===== config.mk =====
export PLATFORM = sky130hd
export DESIGN_NAME = rspm_manager
export DESIGN_NICKNAME = d
export VERILOG_FILES = /design/src/rspm_pkg.sv /design/src/rspm_manager.sv /design/src/rspm_sleep_timer.sv
export SDC_FILE = /design/constraint.sdc
export NUM_CORES = 1
export LEC_CHECK = 0
export BUFFER_PORTS_ARGS = -buffer_cell sky130_fd_sc_hd__buf_4
export CELL_PAD_IN_SITES_DETAIL_PLACEMENT = 1
export CELL_PAD_IN_SITES_GLOBAL_PLACEMENT = 1
export CORE_MARGIN = 8
export CORE_UTILIZATION = 25
export DETAILED_ROUTE_END_ITERATION = 10
export HOLD_SLACK_MARGIN = 0.06
export PLACE_DENSITY = 0.61
export SKIP_CTS_REPAIR_TIMING = 1
export SYNTH_ARGS = -nofsm -noshare
export SYNTH_HDL_FRONTEND = slang
export SYNTH_SLANG_ARGS = --single-unit

===== constraint.sdc =====
create_clock -name sys_clk_i -period 4.5 [get_ports sys_clk_i]
set_input_delay 0.9 -clock sys_clk_i [delete_from_list [all_inputs] [get_ports sys_clk_i]]
set_output_delay 0.9 -clock sys_clk_i [all_outputs]
set_load 0.005 [all_outputs]

===== src/rspm_pkg.sv =====
// shared constants and types of the power manager.
// assumes one 100 MHz clock, strobes synchronous to it.
package rspm_pkg;

    // ==========
    // bus and pin widths
    localparam int ADDR_W = 8;
    localparam int DATA_W = 32;
    localparam int PIN_W  = 16;

    // ==========
    // register offsets
    localparam logic [ADDR_W-1:0] OFS_RESET_CAUSE = 8'h00;
    localparam logic [ADDR_W-1:0] OFS_CONTROL     = 8'h04;
    localparam logic [ADDR_W-1:0] OFS_RC_DIV      = 8'h08;
    localparam logic [ADDR_W-1:0] OFS_SLEEP_PRESC = 8'h0C;
    localparam logic [ADDR_W-1:0] OFS_SLEEP_CMP   = 8'h10;
    localparam logic [ADDR_W-1:0] OFS_SLEEP_COUNT = 8'h14;
    localparam logic [ADDR_W-1:0] OFS_POWER_MODE  = 8'h18;

    // ==========
    // fields
    localparam int CAUSE_W         = 5;
    localparam int CAUSE_POR_BIT   = 0;
    localparam int CAUSE_WDOG_BIT  = 1;
    localparam int CAUSE_PCROL_BIT = 2;
    localparam int CAUSE_SWRST_BIT = 3;
    localparam int CAUSE_DIP_BIT   = 4;
    localparam int CTRL_SWRST_BIT  = 0;
    localparam int CTRL_KICK_BIT   = 1;
    localparam int DIV_W           = 8;
    localparam int PRESC_W         = 4;
    localparam int TMR_W           = 16;
    localparam int MODE_W          = 2;

    localparam logic [MODE_W-1:0] MODE_ACTIVE = 2'h0;
    localparam logic [MODE_W-1:0] MODE_IDLE   = 2'h1;
    localparam logic [MODE_W-1:0] MODE_DEEP   = 2'h2;
    localparam logic [MODE_W-1:0] MODE_DOWN   = 2'h3;

    // ==========
    // reset values
    localparam logic [DIV_W-1:0]   RC_DIV_RESET = 8'h0A;
    localparam logic [PRESC_W-1:0] PRESC_RESET  = 4'h0;
    localparam logic [TMR_W-1:0]   CMP_RESET    = 16'hFFFF;

    // ==========
    // timing
    localparam int RC_PULSES_MIN   = 3;
    localparam int XTAL_EDGES      = 1024;
    localparam int RC_FREQ_HZ      = 10000;
    localparam int WDOG_TIMEOUT_MS = 2000;
    localparam int WDOG_TICKS      = RC_FREQ_HZ / 1000 * WDOG_TIMEOUT_MS;
    localparam int WDOG_W          = 15;

    // ==========
    // types
    typedef enum logic [1:0] {
        RS_AON,
        RS_CORE_POR,
        RS_XTAL,
        RS_RUN
    } rspm_rst_state_t;

    typedef enum logic [2:0] {
        PM_ACTIVE,
        PM_IDLE,
        PM_DEEP,
        PM_DOWN,
        PM_WAKE
    } rspm_pm_state_t;

    typedef struct packed {
        logic [ADDR_W-1:0] addr;
        logic [DATA_W-1:0] wdata;
        logic              wr;
        logic              rd;
    } rspm_bus_req_t;

endpackage


===== src/rspm_manager.sv =====
// reset sequencing, cause log, rc divider, watchdog, sleep timer, power modes.
// assumes inputs synchronous to sys_clk_i, ticks one-cycle strobes;
// the register port is reached by on-chip firmware only.
//
// Function
// separate core and pad power-on inputs
// always-on reset: pads good, three rc pulses
// core held in reset while core supply low; not in deep sleep, power down or wake, where core_reset_o stays low
// count 1024 crystal edges before core release
// log cause of every reset, readable
// five causes: por, watchdog, pc, software, dip
// rc clock divided to 1kHz, programmable ratio
// watchdog on rc clock, 2s, resets device
// watchdog reset never leaves the chip
// only firmware may restart the watchdog
// 16-bit always-on timer, prescaled 1ms tick
// timer wraps to zero and continues
// modes: active, idle, deep sleep, power down
// idle halts cpu until interrupt, rest runs
// sleep: radio, regulator and its output off
// pins frozen throughout sleep
// regulator re-enabled before resuming on wake
// deep sleep: timer or external; down: external
// cause holds until overwritten by next reset
// timer compare match is the internal wake
module rspm_manager
    import rspm_pkg::*;
#(
    parameter int WDOG_TICKS_P = WDOG_TICKS
)
(
    input  wire logic              sys_clk_i,
    input  wire logic              reset_i,
    input  wire rspm_bus_req_t     bus_req_i,
    output logic      [DATA_W-1:0] bus_rdata_o,
    input  wire logic              por_pads_ok_i,
    input  wire logic              por_core_ok_i,
    input  wire logic              rc_tick_i,
    input  wire logic              xtal_tick_i,
    input  wire logic              pc_rollover_i,
    input  wire logic              irq_any_i,
    input  wire logic              wake_ext_i,
    input  wire logic [PIN_W-1:0]  pin_val_i,
    output logic      [PIN_W-1:0]  pin_val_o,
    output logic                   aon_reset_o,
    output logic                   core_reset_o,
    output logic                   cpu_halt_o,
    output logic                   radio_en_o,
    output logic                   regulator_en_o,
    output logic                   regulator_output_o
);

    localparam logic [WDOG_W-1:0] WDOG_LIMIT = WDOG_W'(WDOG_TICKS_P - 1);
    localparam logic [9:0]        XTAL_LAST  = 10'(XTAL_EDGES - 1);
    localparam logic [1:0]        RC_NEED    = 2'(RC_PULSES_MIN);

    // ==========
    // declarations
    rspm_rst_state_t     rst_state_reg;
    rspm_pm_state_t      pm_state_reg;
    logic [1:0]          rc_cnt_reg;
    logic [9:0]          xtal_cnt_reg;
    logic [CAUSE_W-1:0]  cause_reg;
    logic [DIV_W-1:0]    div_ratio_reg;
    logic [DIV_W-1:0]    div_cnt_reg;
    logic                tick_1k_reg;
    logic [PRESC_W-1:0]  presc_reg;
    logic [TMR_W-1:0]    cmp_reg;
    logic [WDOG_W-1:0]   wdog_cnt_reg;
    logic                wdog_expire;
    logic [TMR_W-1:0]    tmr_count;
    logic                tmr_match;
    logic                wr_ctrl;
    logic                wr_mode;
    logic                sw_rst;
    logic                kick;
    logic                awake;
    logic                sleeping;
    logic                core_dip;
    logic                run_rst_req;

    // ==========
    // register write decode
    assign wr_ctrl  = bus_req_i.wr && (bus_req_i.addr == OFS_CONTROL);
    assign wr_mode  = bus_req_i.wr && (bus_req_i.addr == OFS_POWER_MODE);
    assign sw_rst   = wr_ctrl && bus_req_i.wdata[CTRL_SWRST_BIT];
    // restart only via this firmware register
    assign kick     = wr_ctrl && bus_req_i.wdata[CTRL_KICK_BIT];

    assign sleeping = (pm_state_reg == PM_DEEP) || (pm_state_reg == PM_DOWN);
    assign awake    = (pm_state_reg == PM_ACTIVE) || (pm_state_reg == PM_IDLE);

    // core supply loss only counts as a dip while active or idle, not while waking from sleep
    assign core_dip    = (rst_state_reg == RS_RUN) && awake && !por_core_ok_i;
    assign run_rst_req = (rst_state_reg == RS_RUN)
                         && (core_dip || wdog_expire || pc_rollover_i || sw_rst);

    // ==========
    // reset sequencer
    always_ff @(posedge sys_clk_i)
    begin
        if (reset_i)
            rst_state_reg <= RS_AON;
        else if (!por_pads_ok_i)
            rst_state_reg <= RS_AON;
        else
        begin
            case (rst_state_reg)
                RS_AON:
                begin
                    if (rc_cnt_reg == RC_NEED)
                        rst_state_reg <= RS_CORE_POR;
                end
                RS_CORE_POR:
                begin
                    if (por_core_ok_i)
                        rst_state_reg <= RS_XTAL;
                end
                RS_XTAL:
                begin
                    if (!por_core_ok_i)
                        rst_state_reg <= RS_CORE_POR;
                    else if (xtal_tick_i && (xtal_cnt_reg == XTAL_LAST))
                        rst_state_reg <= RS_RUN;
                end
                RS_RUN:
                begin
                    if (run_rst_req)
                        rst_state_reg <= RS_CORE_POR;
                end
                default:
                    rst_state_reg <= RS_AON;
            endcase
        end
    end

    // rc pulses seen since the pad supply came good
    always_ff @(posedge sys_clk_i)
    begin
        if (reset_i)
            rc_cnt_reg <= '0;
        else if (!por_pads_ok_i || (rst_state_reg != RS_AON))
            rc_cnt_reg <= '0;
        else if (rc_tick_i && (rc_cnt_reg != RC_NEED))
            rc_cnt_reg <= rc_cnt_reg + 2'h1;
    end

    // crystal edges after the core supply is good
    always_ff @(posedge sys_clk_i)
    begin
        if (reset_i)
            xtal_cnt_reg <= '0;
        else if (rst_state_reg != RS_XTAL)
            xtal_cnt_reg <= '0;
        else if (xtal_tick_i)
            xtal_cnt_reg <= xtal_cnt_reg + 10'h001;
    end

    assign aon_reset_o  = (rst_state_reg == RS_AON);
    // core reset is internal; watchdog resets reach no pin
    assign core_reset_o = (rst_state_reg != RS_RUN);

    // =========================================================================
    // reset cause: overwritten whole on each reset, one bit set
    always_ff @(posedge sys_clk_i)
    begin
        if (reset_i)
            cause_reg <= CAUSE_W'(1) << CAUSE_POR_BIT;
        else if ((rst_state_reg == RS_AON) && por_pads_ok_i && (rc_cnt_reg == RC_NEED))
            cause_reg <= CAUSE_W'(1) << CAUSE_POR_BIT;
        else if (run_rst_req)
        begin
            // simultaneous causes: the most severe is reported
            if (core_dip)
                cause_reg <= CAUSE_W'(1) << CAUSE_DIP_BIT;
            else if (wdog_expire)
                cause_reg <= CAUSE_W'(1) << CAUSE_WDOG_BIT;
            else if (pc_rollover_i)
                cause_reg <= CAUSE_W'(1) << CAUSE_PCROL_BIT;
            else
                cause_reg <= CAUSE_W'(1) << CAUSE_SWRST_BIT;
        end
    end

    // =========================================================================
    // configuration registers, kept in the always-on domain
    always_ff @(posedge sys_clk_i)
    begin
        if (reset_i)
        begin
            div_ratio_reg <= RC_DIV_RESET;
            presc_reg     <= PRESC_RESET;
            cmp_reg       <= CMP_RESET;
        end
        else if (bus_req_i.wr)
        begin
            if (bus_req_i.addr == OFS_RC_DIV)
                div_ratio_reg <= bus_req_i.wdata[DIV_W-1:0];
            if (bus_req_i.addr == OFS_SLEEP_PRESC)
                presc_reg <= bus_req_i.wdata[PRESC_W-1:0];
            if (bus_req_i.addr == OFS_SLEEP_CMP)
                cmp_reg <= bus_req_i.wdata[TMR_W-1:0];
        end
    end

    // =========================================================================
    // rc divider to the calibrated 1 kHz tick; ratio 0 behaves like 1
    always_ff @(posedge sys_clk_i)
    begin
        if (reset_i)
        begin
            div_cnt_reg <= '0;
            tick_1k_reg <= 1'b0;
        end
        else
        begin
            tick_1k_reg <= 1'b0;
            if (rc_tick_i)
            begin
                if ({1'b0, div_cnt_reg} + 9'h001 >= {1'b0, div_ratio_reg})
                begin
                    div_cnt_reg <= '0;
                    tick_1k_reg <= 1'b1;
                end
                else
                    div_cnt_reg <= div_cnt_reg + 8'h01;
            end
        end
    end

    // =========================================================================
    // watchdog on rc pulses; cleared while the core is in reset, paused while asleep
    assign wdog_expire = (rst_state_reg == RS_RUN) && awake && rc_tick_i
                         && (wdog_cnt_reg == WDOG_LIMIT);

    always_ff @(posedge sys_clk_i)
    begin
        if (reset_i)
            wdog_cnt_reg <= '0;
        else if ((rst_state_reg != RS_RUN) || kick || wdog_expire)
            wdog_cnt_reg <= '0;
        else if (awake && rc_tick_i)
            wdog_cnt_reg <= wdog_cnt_reg + 15'h0001;
    end

    // =========================================================================
    // sleep timer
    rspm_sleep_timer u_sleep_timer (
        .sys_clk_i (sys_clk_i),
        .reset_i   (reset_i),
        .tick_1k_i (tick_1k_reg),
        .presc_i   (presc_reg),
        .cmp_i     (cmp_reg),
        .count_o   (tmr_count),
        .match_o   (tmr_match)
    );

    // ==========
    // power mode controller
    always_ff @(posedge sys_clk_i)
    begin
        if (reset_i || (rst_state_reg == RS_AON))
            pm_state_reg <= PM_ACTIVE;
        else
        begin
            case (pm_state_reg)
                PM_ACTIVE:
                begin
                    // sleep is only entered from a running core
                    if (wr_mode && (rst_state_reg == RS_RUN))
                    begin
                        case (bus_req_i.wdata[MODE_W-1:0])
                            MODE_IDLE:
                                pm_state_reg <= PM_IDLE;
                            MODE_DEEP:
                                pm_state_reg <= PM_DEEP;
                            MODE_DOWN:
                                pm_state_reg <= PM_DOWN;
                            default:
                                pm_state_reg <= PM_ACTIVE;
                        endcase
                    end
                end
                PM_IDLE:
                begin
                    if (irq_any_i || (rst_state_reg != RS_RUN))
                        pm_state_reg <= PM_ACTIVE;
                end
                PM_DEEP:
                begin
                    if (wake_ext_i || tmr_match)
                        pm_state_reg <= PM_WAKE;
                end
                PM_DOWN:
                begin
                    if (wake_ext_i)
                        pm_state_reg <= PM_WAKE;
                end
                PM_WAKE:
                begin
                    if (por_core_ok_i)
                        pm_state_reg <= PM_ACTIVE;
                end
                default:
                    pm_state_reg <= PM_ACTIVE;
            endcase
        end
    end

    // idle keeps the radio and everything else running
    assign cpu_halt_o         = (pm_state_reg != PM_ACTIVE);
    assign radio_en_o         = awake;
    assign regulator_en_o     = !sleeping;
    assign regulator_output_o = !sleeping;

    // pins freeze at their last awake value
    always_ff @(posedge sys_clk_i)
    begin
        if (reset_i)
            pin_val_o <= '0;
        else if (awake)
            pin_val_o <= pin_val_i;
    end

    // =========================================================================
    // read port: data only in the cycle after the strobe, unmapped reads zero
    always_ff @(posedge sys_clk_i)
    begin
        if (reset_i || !bus_req_i.rd)
            bus_rdata_o <= '0;
        else
        begin
            case (bus_req_i.addr)
                OFS_RESET_CAUSE:
                    bus_rdata_o <= DATA_W'(cause_reg);
                OFS_RC_DIV:
                    bus_rdata_o <= DATA_W'(div_ratio_reg);
                OFS_SLEEP_PRESC:
                    bus_rdata_o <= DATA_W'(presc_reg);
                OFS_SLEEP_CMP:
                    bus_rdata_o <= DATA_W'(cmp_reg);
                OFS_SLEEP_COUNT:
                    bus_rdata_o <= DATA_W'(tmr_count);
                OFS_POWER_MODE:
                    bus_rdata_o <= DATA_W'(pm_state_reg);
                default:
                    bus_rdata_o <= '0;
            endcase
        end
    end

endmodule // rspm_manager


===== src/rspm_sleep_timer.sv =====
// 16-bit sleep timer with power-of-two prescaler and compare match.
// assumes tick_1k_i is a one-cycle 1 kHz strobe.
module rspm_sleep_timer
    import rspm_pkg::*;
(
    input  wire logic               sys_clk_i,
    input  wire logic               reset_i,
    input  wire logic               tick_1k_i,
    input  wire logic [PRESC_W-1:0] presc_i,
    input  wire logic [TMR_W-1:0]   cmp_i,
    output logic      [TMR_W-1:0]   count_o,
    output logic                    match_o
);

    // ==========
    // prescaler
    logic [TMR_W-1:0] presc_cnt_reg;
    logic [TMR_W-1:0] presc_lim;
    logic             ms_tick;

    assign presc_lim = TMR_W'((32'h1 << presc_i) - 32'h1);
    assign ms_tick   = tick_1k_i && (presc_cnt_reg >= presc_lim);

    always_ff @(posedge sys_clk_i)
    begin
        if (reset_i)
            presc_cnt_reg <= '0;
        else if (ms_tick)
            presc_cnt_reg <= '0;
        else if (tick_1k_i)
            presc_cnt_reg <= presc_cnt_reg + 16'h0001;
    end

    // ==========
    // counter; natural overflow wraps to zero and keeps going
    always_ff @(posedge sys_clk_i)
    begin
        if (reset_i)
            count_o <= '0;
        else if (ms_tick)
            count_o <= count_o + 16'h0001;
    end

    // one pulse per match, only when the counter moves onto the value
    always_ff @(posedge sys_clk_i)
    begin
        if (reset_i)
            match_o <= 1'b0;
        else
            match_o <= ms_tick && ((count_o + 16'h0001) == cmp_i);
    end

endmodule // rspm_sleep_timer

==> impl_metrics.yaml, run 1 <==
status:
  status: "completed"
grt:
  gr-usage-met2: 0.205
  track_usage: 0.125
  grt_pass1_vias: 6572
  grtUsageMet3: 0.0346
  use_met1: 0.157
  grt_first_pass_wirelength_um: 34100
  grt_max_degree: 41
  grt_antenna_before_repair: 0
  grt.busiest_layer: "met2"
  grt.overflow.total: 0
detailed_routing:
  post_drt_via_cell_ratio: 4.69
  vias: 6280
  drc: 0
  wl_um: 21200
  ant_nets: 0
  drtIter0Drc: 257
  detail_route.wl_per_cell_um: 15.8
  first_pass_iters: 7
yosys:
  synthTopCellsByArea: "dfxtp_1 39%, nand2_1 6.3%, ha_1 6.1%"
  synthTopCellsByCount: "139 x dfxtp_1, 120 x nand2_1, 97 x nor2_1, 58 x a21oi_1, 42 x xnor2_1"
  synth.cell_area_um2: 7190
  synth_top_cell_by_area: "dfxtp_1"
  ys.flop_type: "dfxtp_1"
  synth.top_cell.area_share: 0.387
  ys_ff_latch: 139
  synth_cell_types: 70
  syn_inst: 866
  post-synth-top-count-cell: "dfxtp_1"
  ys_seq_area_frac: 0.387
  synth.avg_cell_area_um2: 8.30
  yosysWarnings: 0
  synth_edf_count: 0
  synth-async-reset-ratio: 0
timing:
  rsz0062_at_grt: "false"
  slew_headroom: 0.511
  setup_tns_ns: 0
  finClkSkew_ns: 0.0128
  worst_slew_pin_slew_ns: 0.728
  layout_min_cycle_time_ns: 3.90
  maxSlewViolCount: 0
  fmax_mhz: 257
  finalHoldViolations: 0
  period_share: 0.866
  setup_viol: 0
setup_path:
  timing.rr.end: "u_sleep_timer.count_o[8]"
  cp.required_ns: 4.79
  crit_fanout: 10
  endpoint_kind: "flop"
  r2r_cells: 15
  crit_type: "reg -> reg"
  critPathSlowestCell: "a2111oi_1"
  path_buf_inv: 1
  crit_family: "compound AO/OA/AOI/OAI gates"
  timing.rr.start: "presc_reg[0]"
  r2r_slack_ns: 0.60
  crit_path_max_incr_delay_ns: 0.46
  cp_cell_sequence: "or2_2, or3_1, ha_1, or2_2, o21ai_0, a22o_1, a21oi_1, ha_1, nand4_1, a211oi_1, a211oi_1, buf_4, a2111oi_1, xnor2_1, nor2_1"
  critical_path_arrival_ns: 4.19
  start_kind: "flop"
clock_network:
  cts-htree-levels: 4
  cts_tree: "done"
  numCtsBuffers: 17
  clkSlewWorstSetupHoldPaths_ns: 0.07
  clockBufferDepth: 2
  root_buffer: "clkbuf_16"
  cts.sinks: 139
  worstSkewPairLatency_ns: 0.42
pwr:
  power_leakage_nw: 3.33
  vdd_drop_max_uv: 222
  powerDensity_nw_per_um2: 311
min_path:
  min_path_type: "reg -> reg"
  min_from: "pin_val_o[12]"
  holdPathEnd: "pin_val_o[12]"
  whs_path_depth: 2
placement:
  portBuffers: 88
  post-dp-hpwl_um: 15800
  gp_congestion: 0.751
  place_inst: 1307
floorplanning:
  initial_core_util: 0.252
  fp.dieH_um: 186
  io_pins: 121
  num_rows: 62
  die_w_um: 186
  die_area_um2: 34400
  coreArea_um2: 28500
final_layout:
  drive_gt1_frac: 0.160
  antennaDiodeCount: 0
  fill_cells: 3400
  layout.cells.non_filler: 1338
  nets: 1044
  syn2layout_area_growth_pct: 21.6
job:
  drv_cap: 0
-- power breakdown --
group | internal [mW] | leakage, nW | switching, mW
Combinational | 0.0595 | 1.94 | 0.0633
Clock | 0.761 | 0.267 | 0.584
Sequential | 1.24 | 1.12 | 0.00687
-- cells by family after synthesis --
family / after synthesis / synth area share
flops: 139 / 0.387
simple gates: 372 / 0.250
mux: 9 / 0.0129
buf+inv: 86 / 0.0561
other cells: 2 / 0.00104
xor+xnor: 76 / 0.0926
compound gates: 147 / 0.139
fa+ha+maj: 35 / 0.0609
-- how the worst max path moves through the flow --
stage	startpoint	to	slack, ns	cells after the start
after floorplan	presc_reg[0]	u_sleep_timer.presc_cnt_reg[0]	0.96	16
after global placement	presc_reg[0]	u_sleep_timer.count_o[8]	0.70	15
after detailed placement	presc_reg[0]	u_sleep_timer.match_o	0.66	14
after CTS	presc_reg[0]	u_sleep_timer.match_o	0.61	14
after global routing	presc_reg[0]	u_sleep_timer.count_o[8]	0.31	15
final	presc_reg[0]	u_sleep_timer.count_o[8]	0.60	15
-- layout by cell type, fill, tap and decap left out, drive strengths merged, types with 6 or more instances in the layout --
cell type  instances
nor2b              7
nand3b            20
inv               32
mux2i              7
clkbuf            18
xor2              34
or2                8
a32o               7
nor3              14
nand3             37
a211oi            14
and3              13
nand4             19
o21ai             13
clkinv             6
nand2            120
nand2b            11
ha                35
conb              17
dfxtp            139
a21oi             60
xnor2             42
buf              100
nor2              97
a22oi             14
-- area by class of cell --
| cell class | count | area (µm²) | area share |
|---|---|---|---|
| clock buffer | 18 | 429 | 0.0491 |
| sequential | 139 | 2780 | 0.319 |
| multi-input combinational | 656 | 4060 | 0.464 |
| inverter | 28 | 105 | 0.0120 |
| timing repair buffer | 100 | 763 | 0.0874 |
| clock inverter | 13 | 118 | 0.0135 |
| tap | 384 | 480 | 0.0550 |
-- worst register-to-register path, delay by kind of cell, from the launching register on --
family          cells  cell delay, ns
compound gates      6            1.25
flops               1            0.32
simple gates        5            1.20
buf+inv             1            0.20
xor+xnor            1            0.17
fa+ha+maj           2            0.63
-- through the flow --
step	hold slack [ns]	instance area (µm²)	total power [mW]	setup WS [ns]	utilization
after floorplan	0.427	7240	1.34	0.956	-
after global placement	0.441	8190	1.40	0.700	0.288
after detailed placement	0.449	8190	1.40	0.656	0.288
after CTS	0.459	8740	2.76	0.608	0.307
after global routing	0.485	8740	2.82	0.315	0.307
final	0.455	8740	2.72	0.602	0.307
-- per-layer routing --
layer | vias to the layer above | wire, µm
li1 | 3122 | -
met1 | 3032 | 9820
met2 | 107 | 9900
met3 | 19 | 1140
met4 | 0 | 297
met5 | - | 0
No activity file was read; power rests on OpenSTA's default activity.
==> run 2: changes to the inputs <==
CORE_UTILIZATION = 42   (was 25)
CTS_CLUSTER_DIAMETER = 60   (was not set)
PLACE_DENSITY = 0.89   (was 0.61)
==> run 2 against run 1 <==
Clock power grew 13%. Routed wire length decreased by 1.5%. Maximum frequency is 0.69% lower. Total power is 6.6% higher. Clock-buffer cell count grew 7. Critical path depth did not move. Sequential cell count did not move. Critical endpoint is now u_sleep_timer.count_o[10]. Largest cell class unchanged. Highest routed layer unchanged.
==> impl_metrics.yaml, run 2 (synthesis results as in run 1) <==
status:
  status: "completed"
floorplanning:
  num_rows: 48
  die_w_um: 147
  coreArea_um2: 17000
  io_pins: 121
  initial_core_util: 0.423
  fp.dieH_um: 147
  die_area_um2: 21600
timing:
  period_share: 0.872
  setup_viol: 0
  setup_tns_ns: 0
  setup_slack_ns: 0.575
  fmax_mhz: 255
  holdWs_ns: 0.454
  finClkSkew_ns: 0.00474
  maxSlewViolCount: 0
  slew_headroom: 0.469
  layout_min_cycle_time_ns: 3.92
  finalHoldViolations: 0
  worst_slew_pin_slew_ns: 0.797
  rsz0062_at_grt: "false"
detailed_routing:
  drc: 0
  wl_um: 20800
  first_pass_iters: 5
  drtIter0Drc: 360
  vias: 6458
  ant_nets: 0
  post_drt_via_cell_ratio: 5.49
  detail_route.wl_per_cell_um: 17.7
final_layout:
  drive_gt1_frac: 0.156
  syn2layout_area_growth_pct: 19.6
  fin_area_um2: 8590
  antennaDiodeCount: 0
  final_common_cell: "dfxtp_1"
  nets: 1041
  layout_common_cells: "139 x dfxtp_1, 120 x nand2_1, 97 x nor2_1, 97 x buf_4, 58 x a21oi_1"
min_path:
  min_path_type: "reg -> reg"
setup_path:
  endpoint_kind: "flop"
  cp.required_ns: 4.78
  crit_fanout: 10
  crit_path_max_incr_delay_ns: 0.49
  path_buf_inv: 1
  start_kind: "flop"
  critical_path_arrival_ns: 4.21
  r2r_slack_ns: 0.58
  crit_family: "simple AND/OR/NAND/NOR gates"
  cp_cell_sequence: "or2_2, or3_1, ha_1, or2_2, o21ai_0, a22o_1, a21oi_1, ha_1, nand4_1, a211oi_1, a211oi_1, buf_4, a2111oi_1, xnor2_1, nor2_1"
  critPathSlowestCell: "a2111oi_1"
  crit_type: "reg -> reg"
grt:
  grt_first_pass_wirelength_um: 34300
  track_usage: 0.195
  grt_pass1_vias: 6873
  grt.overflow.total: 0
  grt_antenna_before_repair: 0
  grt_max_degree: 77
pwr:
  power_mw: 2.90
  p_comb_frac: 0.041
  seqPwrFrac: 0.431
  p_int_mw: 2.30
  vdd_drop_max_uv: 270
  powerDensity_nw_per_um2: 337
  power_leakage_nw: 3.35
  switchingPower_mw: 0.598
  power_frac_clock: 0.527
  p_sw_frac: 0.207
clock_network:
  cts_tree: "done"
  worstSkewPairLatency_ns: 0.43
  cts.sinks: 139
  clockBufferDepth: 2
  numCtsBuffers: 17
  cts-htree-levels: 4
  clkSlewWorstSetupHoldPaths_ns: 0.06
  root_buffer: "clkbuf_16"
placement:
  post-place-ws_ns: 0.589
  portBuffers: 88
  gp_congestion: 0.847
  placed_cell_area_um2: 7960
  post-dp-hpwl_um: 14600
job:
  drv_cap: 0
run 2: cell count changes in the layout (fill, tap and decap cells not counted), sizes merged:
cell      change
clkbuf        +7
clkinv        -5
inv           -4
buf           -3
bufinv        +3
clkinvlp      -1
run 2: power by group through the flow:
stage / sequential [mW] / combinational [mW] / clock [mW]
2_1_floorplan: 1.28 / 0.0612 / 0
3_3_place_gp: 1.27 / 0.116 / 0
3_5_place_dp: 1.28 / 0.119 / 0
4_1_cts: 1.25 / 0.120 / 1.55
5_1_grt: 1.25 / 0.132 / 1.60
6_report: 1.25 / 0.120 / 1.53
run 2: area by class of cell:
type	count	area (µm²)
inverters	28	105
repair buffers	97	728
multi-input cells	656	4060
clock inverters	6	133
fillers	2051	8400
well taps	225	282
flip-flops and latches	139	2780
clock buffers	25	505
run 2: path summary, 6_finish.rpt:
kind	start	endpoint	cells after the start
setup / recovery	presc_reg[0]	u_sleep_timer.count_o[10]	15
hold / removal	pin_val_o[9]	pin_val_o[9]	2
setup reg to reg	presc_reg[0]	u_sleep_timer.count_o[10]	15
hold reg to reg	pin_val_o[9]	pin_val_o[9]	2
run 2: through the flow:
stage | util | instances
finish | 0.506 | 1176
global route | 0.506 | 1176
CTS | 0.506 | 1176
detailed placement | 0.468 | 1145
global placement | 0.468 | 1145
floorplan | - | 881
run 2: tightest hold or removal path, delay by kind of cell (launching register included):
kind / cells / cell delay (ns)
and+or+nand+nor: 1 / 0.05
DFF: 1 / 0.31
AOI/OAI and AO/OA: 1 / 0.05
run 2: routing by layer:
metal  global-route usage  share of wire
met3               0.0548          0.050
met4               0.0675          0.020
met5                    0              0
met2                0.339           0.50
met1                0.223           0.43
==> run 3: changes to the inputs <==
CORE_UTILIZATION = 43   (was 42)
CTS_BUF_LIST = sky130_fd_sc_hd__clkbuf_4   (was not set)
PLACE_DENSITY = 0.91   (was 0.89)
==> run 3 against run 2 <==
Combinational power hardly changed. Sequential cell count unchanged. Sequential share of layout area up 1.4 points. Global-route usage shrank 0.33 points. Sequential power barely moved. Utilization shrank 0.54 points. First-iteration DRC count shrank 13%. Hold slack improved by 0.012 ns. Total power decreased by 24%. Register-to-register slack about the same. Final area is 4.2% lower. Largest power group is now registers.
==> impl_metrics.yaml, run 3 (synthesis results as in run 1) <==
setup_path:
  startpoint: "presc_reg[0]"
  cp_cell_sequence: "or2_2, or3_1, ha_1, or2_2, o21ai_0, a22o_1, a21oi_1, ha_1, nand4_1, nor3_1, a31oi_2, a21oi_2, buf_4, inv_1, nor4_1"
  r2r_cells: 15
  timing.rr.end: "u_sleep_timer.match_o"
  crit_type: "reg -> reg"
  timing.rr.start: "presc_reg[0]"
  path_buf_inv: 2
  endpoint_kind: "flop"
  start_kind: "flop"
  r2r_slack_ns: 0.57
  critPathSlowestCell: "a21oi_2"
  critical_path_arrival_ns: 4.40
  crit_family: "simple AND/OR/NAND/NOR gates"
  crit_fanout: 6
  cp.required_ns: 4.96
  crit_path_max_incr_delay_ns: 0.36
pwr:
  p_sw_frac: 0.259
  p_comb_frac: 0.055
  switchingPower_mw: 0.568
  power_frac_clock: 0.376
  seqPwrFrac: 0.569
  power_leakage_nw: 3.19
  p_int_mw: 1.63
  vdd_drop_max_uv: 173
  powerDensity_nw_per_um2: 266
detailed_routing:
  detail_route.wl_per_cell_um: 17.3
  drtIter0Drc: 315
  drc: 0
  vias: 6457
  ant_nets: 0
  post_drt_via_cell_ratio: 5.50
  wl_um: 20300
  first_pass_iters: 5
job:
  drv_cap: 0
final_layout:
  multi_input_area_um2: 4060
  final_util: 0.500
  layout.cells.non_filler: 1173
  fin_area_um2: 8240
  final_common_cell: "dfxtp_1"
  drive_gt1_frac: 0.160
  syn2layout_area_growth_pct: 14.6
  seq_area_um2: 2780
  fill_cells: 2046
  layout_common_cells: "139 x dfxtp_1, 120 x nand2_1, 98 x buf_4, 97 x nor2_1, 58 x a21oi_1"
  nets: 1042
timing:
  worst_slew_pin_slew_ns: 0.814
  slew_headroom: 0.456
  rsz0062_at_grt: "false"
  setup_tns_ns: 0
  maxSlewViolCount: 0
  period_share: 0.874
  layout_min_cycle_time_ns: 3.93
  finClkSkew_ns: 0.0110
  setup_viol: 0
  fmax_mhz: 254
  finalHoldViolations: 0
min_path:
  min_path_type: "reg -> reg"
  min_from: "pin_val_o[13]"
  whs_path_depth: 2
  holdPathEnd: "pin_val_o[13]"
placement:
  gp_congestion: 0.831
  placed_cell_area_um2: 7960
  place_inst: 1141
  portBuffers: 88
  post-dp-hpwl_um: 14700
floorplanning:
  coreArea_um2: 16500
  die_area_um2: 21100
  initial_core_util: 0.436
  fp.dieH_um: 145
  die_w_um: 145
  num_rows: 47
  io_pins: 121
grt:
  grt_pass1_vias: 6611
  track_usage: 0.191
  grt_max_degree: 77
  grt_antenna_before_repair: 1
  grt_first_pass_wirelength_um: 33500
  grt.overflow.total: 0
clock_network:
  cts_tree: "done"
  numCtsBuffers: 17
  root_buffer: "clkbuf_4"
  worstSkewPairLatency_ns: 0.58
  cts.sinks: 139
  cts-htree-levels: 4
  clkSlewWorstSetupHoldPaths_ns: 0.13
  clockBufferDepth: 2
status:
  status: "completed"
==> run 3: cell count changes in the layout (fill, tap and decap cells not counted), moves of 3 or more <==
cell	previous run	this run
clkbuf_16	17	0
clkinv_4	0	3
clkbuf_4	0	17
clkinvlp_4	1	4
clkbuf_1	3	0
clkbuf_8	5	0
==> run 3: layer usage <==
metal | share of wire | wire length, µm | global-route usage | vias up
li1 | - | - | - | 3127
met1 | 0.43 | 8770 | 0.226 | 3117
met2 | 0.50 | 10100 | 0.327 | 167
met3 | 0.048 | 970 | 0.0501 | 46
met4 | 0.022 | 455 | 0.0713 | 0
met5 | 0 | 0 | 0 | -
==> run 3: worst max-delay path by stage <==
| stage | depth (start not counted) | end | slack [ns] |
|---|---|---|---|
| floorplan | 16 | u_sleep_timer.presc_cnt_reg[0] | 0.96 |
| global placement | 15 | u_sleep_timer.match_o | 0.72 |
| detailed placement | 15 | u_sleep_timer.match_o | 0.64 |
| CTS | 15 | u_sleep_timer.match_o | 0.53 |
| global route | 15 | u_sleep_timer.match_o | 0.22 |
| finish | 15 | u_sleep_timer.match_o | 0.57 |
==> run 3: per-stage QoR <==
stage	hold WS, ns	total power [mW]	setup slack [ns]
6_report	0.466	2.19	0.566
5_1_grt	0.484	2.30	0.224
4_1_cts	0.469	2.22	0.534
3_5_place_dp	0.450	1.39	0.642
3_3_place_gp	0.441	1.39	0.716
2_1_floorplan	0.427	1.34	0.956
==> run 3: area by class of cell <==
type                    instances  share of cell area
well taps                     220              0.0334
clock inverters                14              0.0181
diodes                          1            0.000304
flip-flops and latches        139               0.338
repair buffers                 98              0.0893
clock buffers                  17              0.0155
multi-input cells             656               0.493
inverters                      28              0.0128
==> run 3: power by group through the flow <==
| stage | Clock [mW] | Combinational [mW] | Sequential, mW |
|---|---|---|---|
| 3_5_place_dp | 0 | 0.119 | 1.28 |
| 2_1_floorplan | 0 | 0.0612 | 1.28 |
| 4_1_cts | 0.851 | 0.120 | 1.25 |
| 5_1_grt | 0.914 | 0.131 | 1.25 |
| 3_3_place_gp | 0 | 0.116 | 1.27 |
| 6_report | 0.826 | 0.120 | 1.25 |
==> run 3: worst register-to-register path, delay by kind of cell, from the launching register on <==
kind	cells	cell delay [ns]
AND/OR/NAND/NOR	6	1.69
AO/OA/AOI/OAI	5	0.88
adder cells (fa/ha/maj)	2	0.62
flip-flops	1	0.33
buffers and inverters	2	0.29
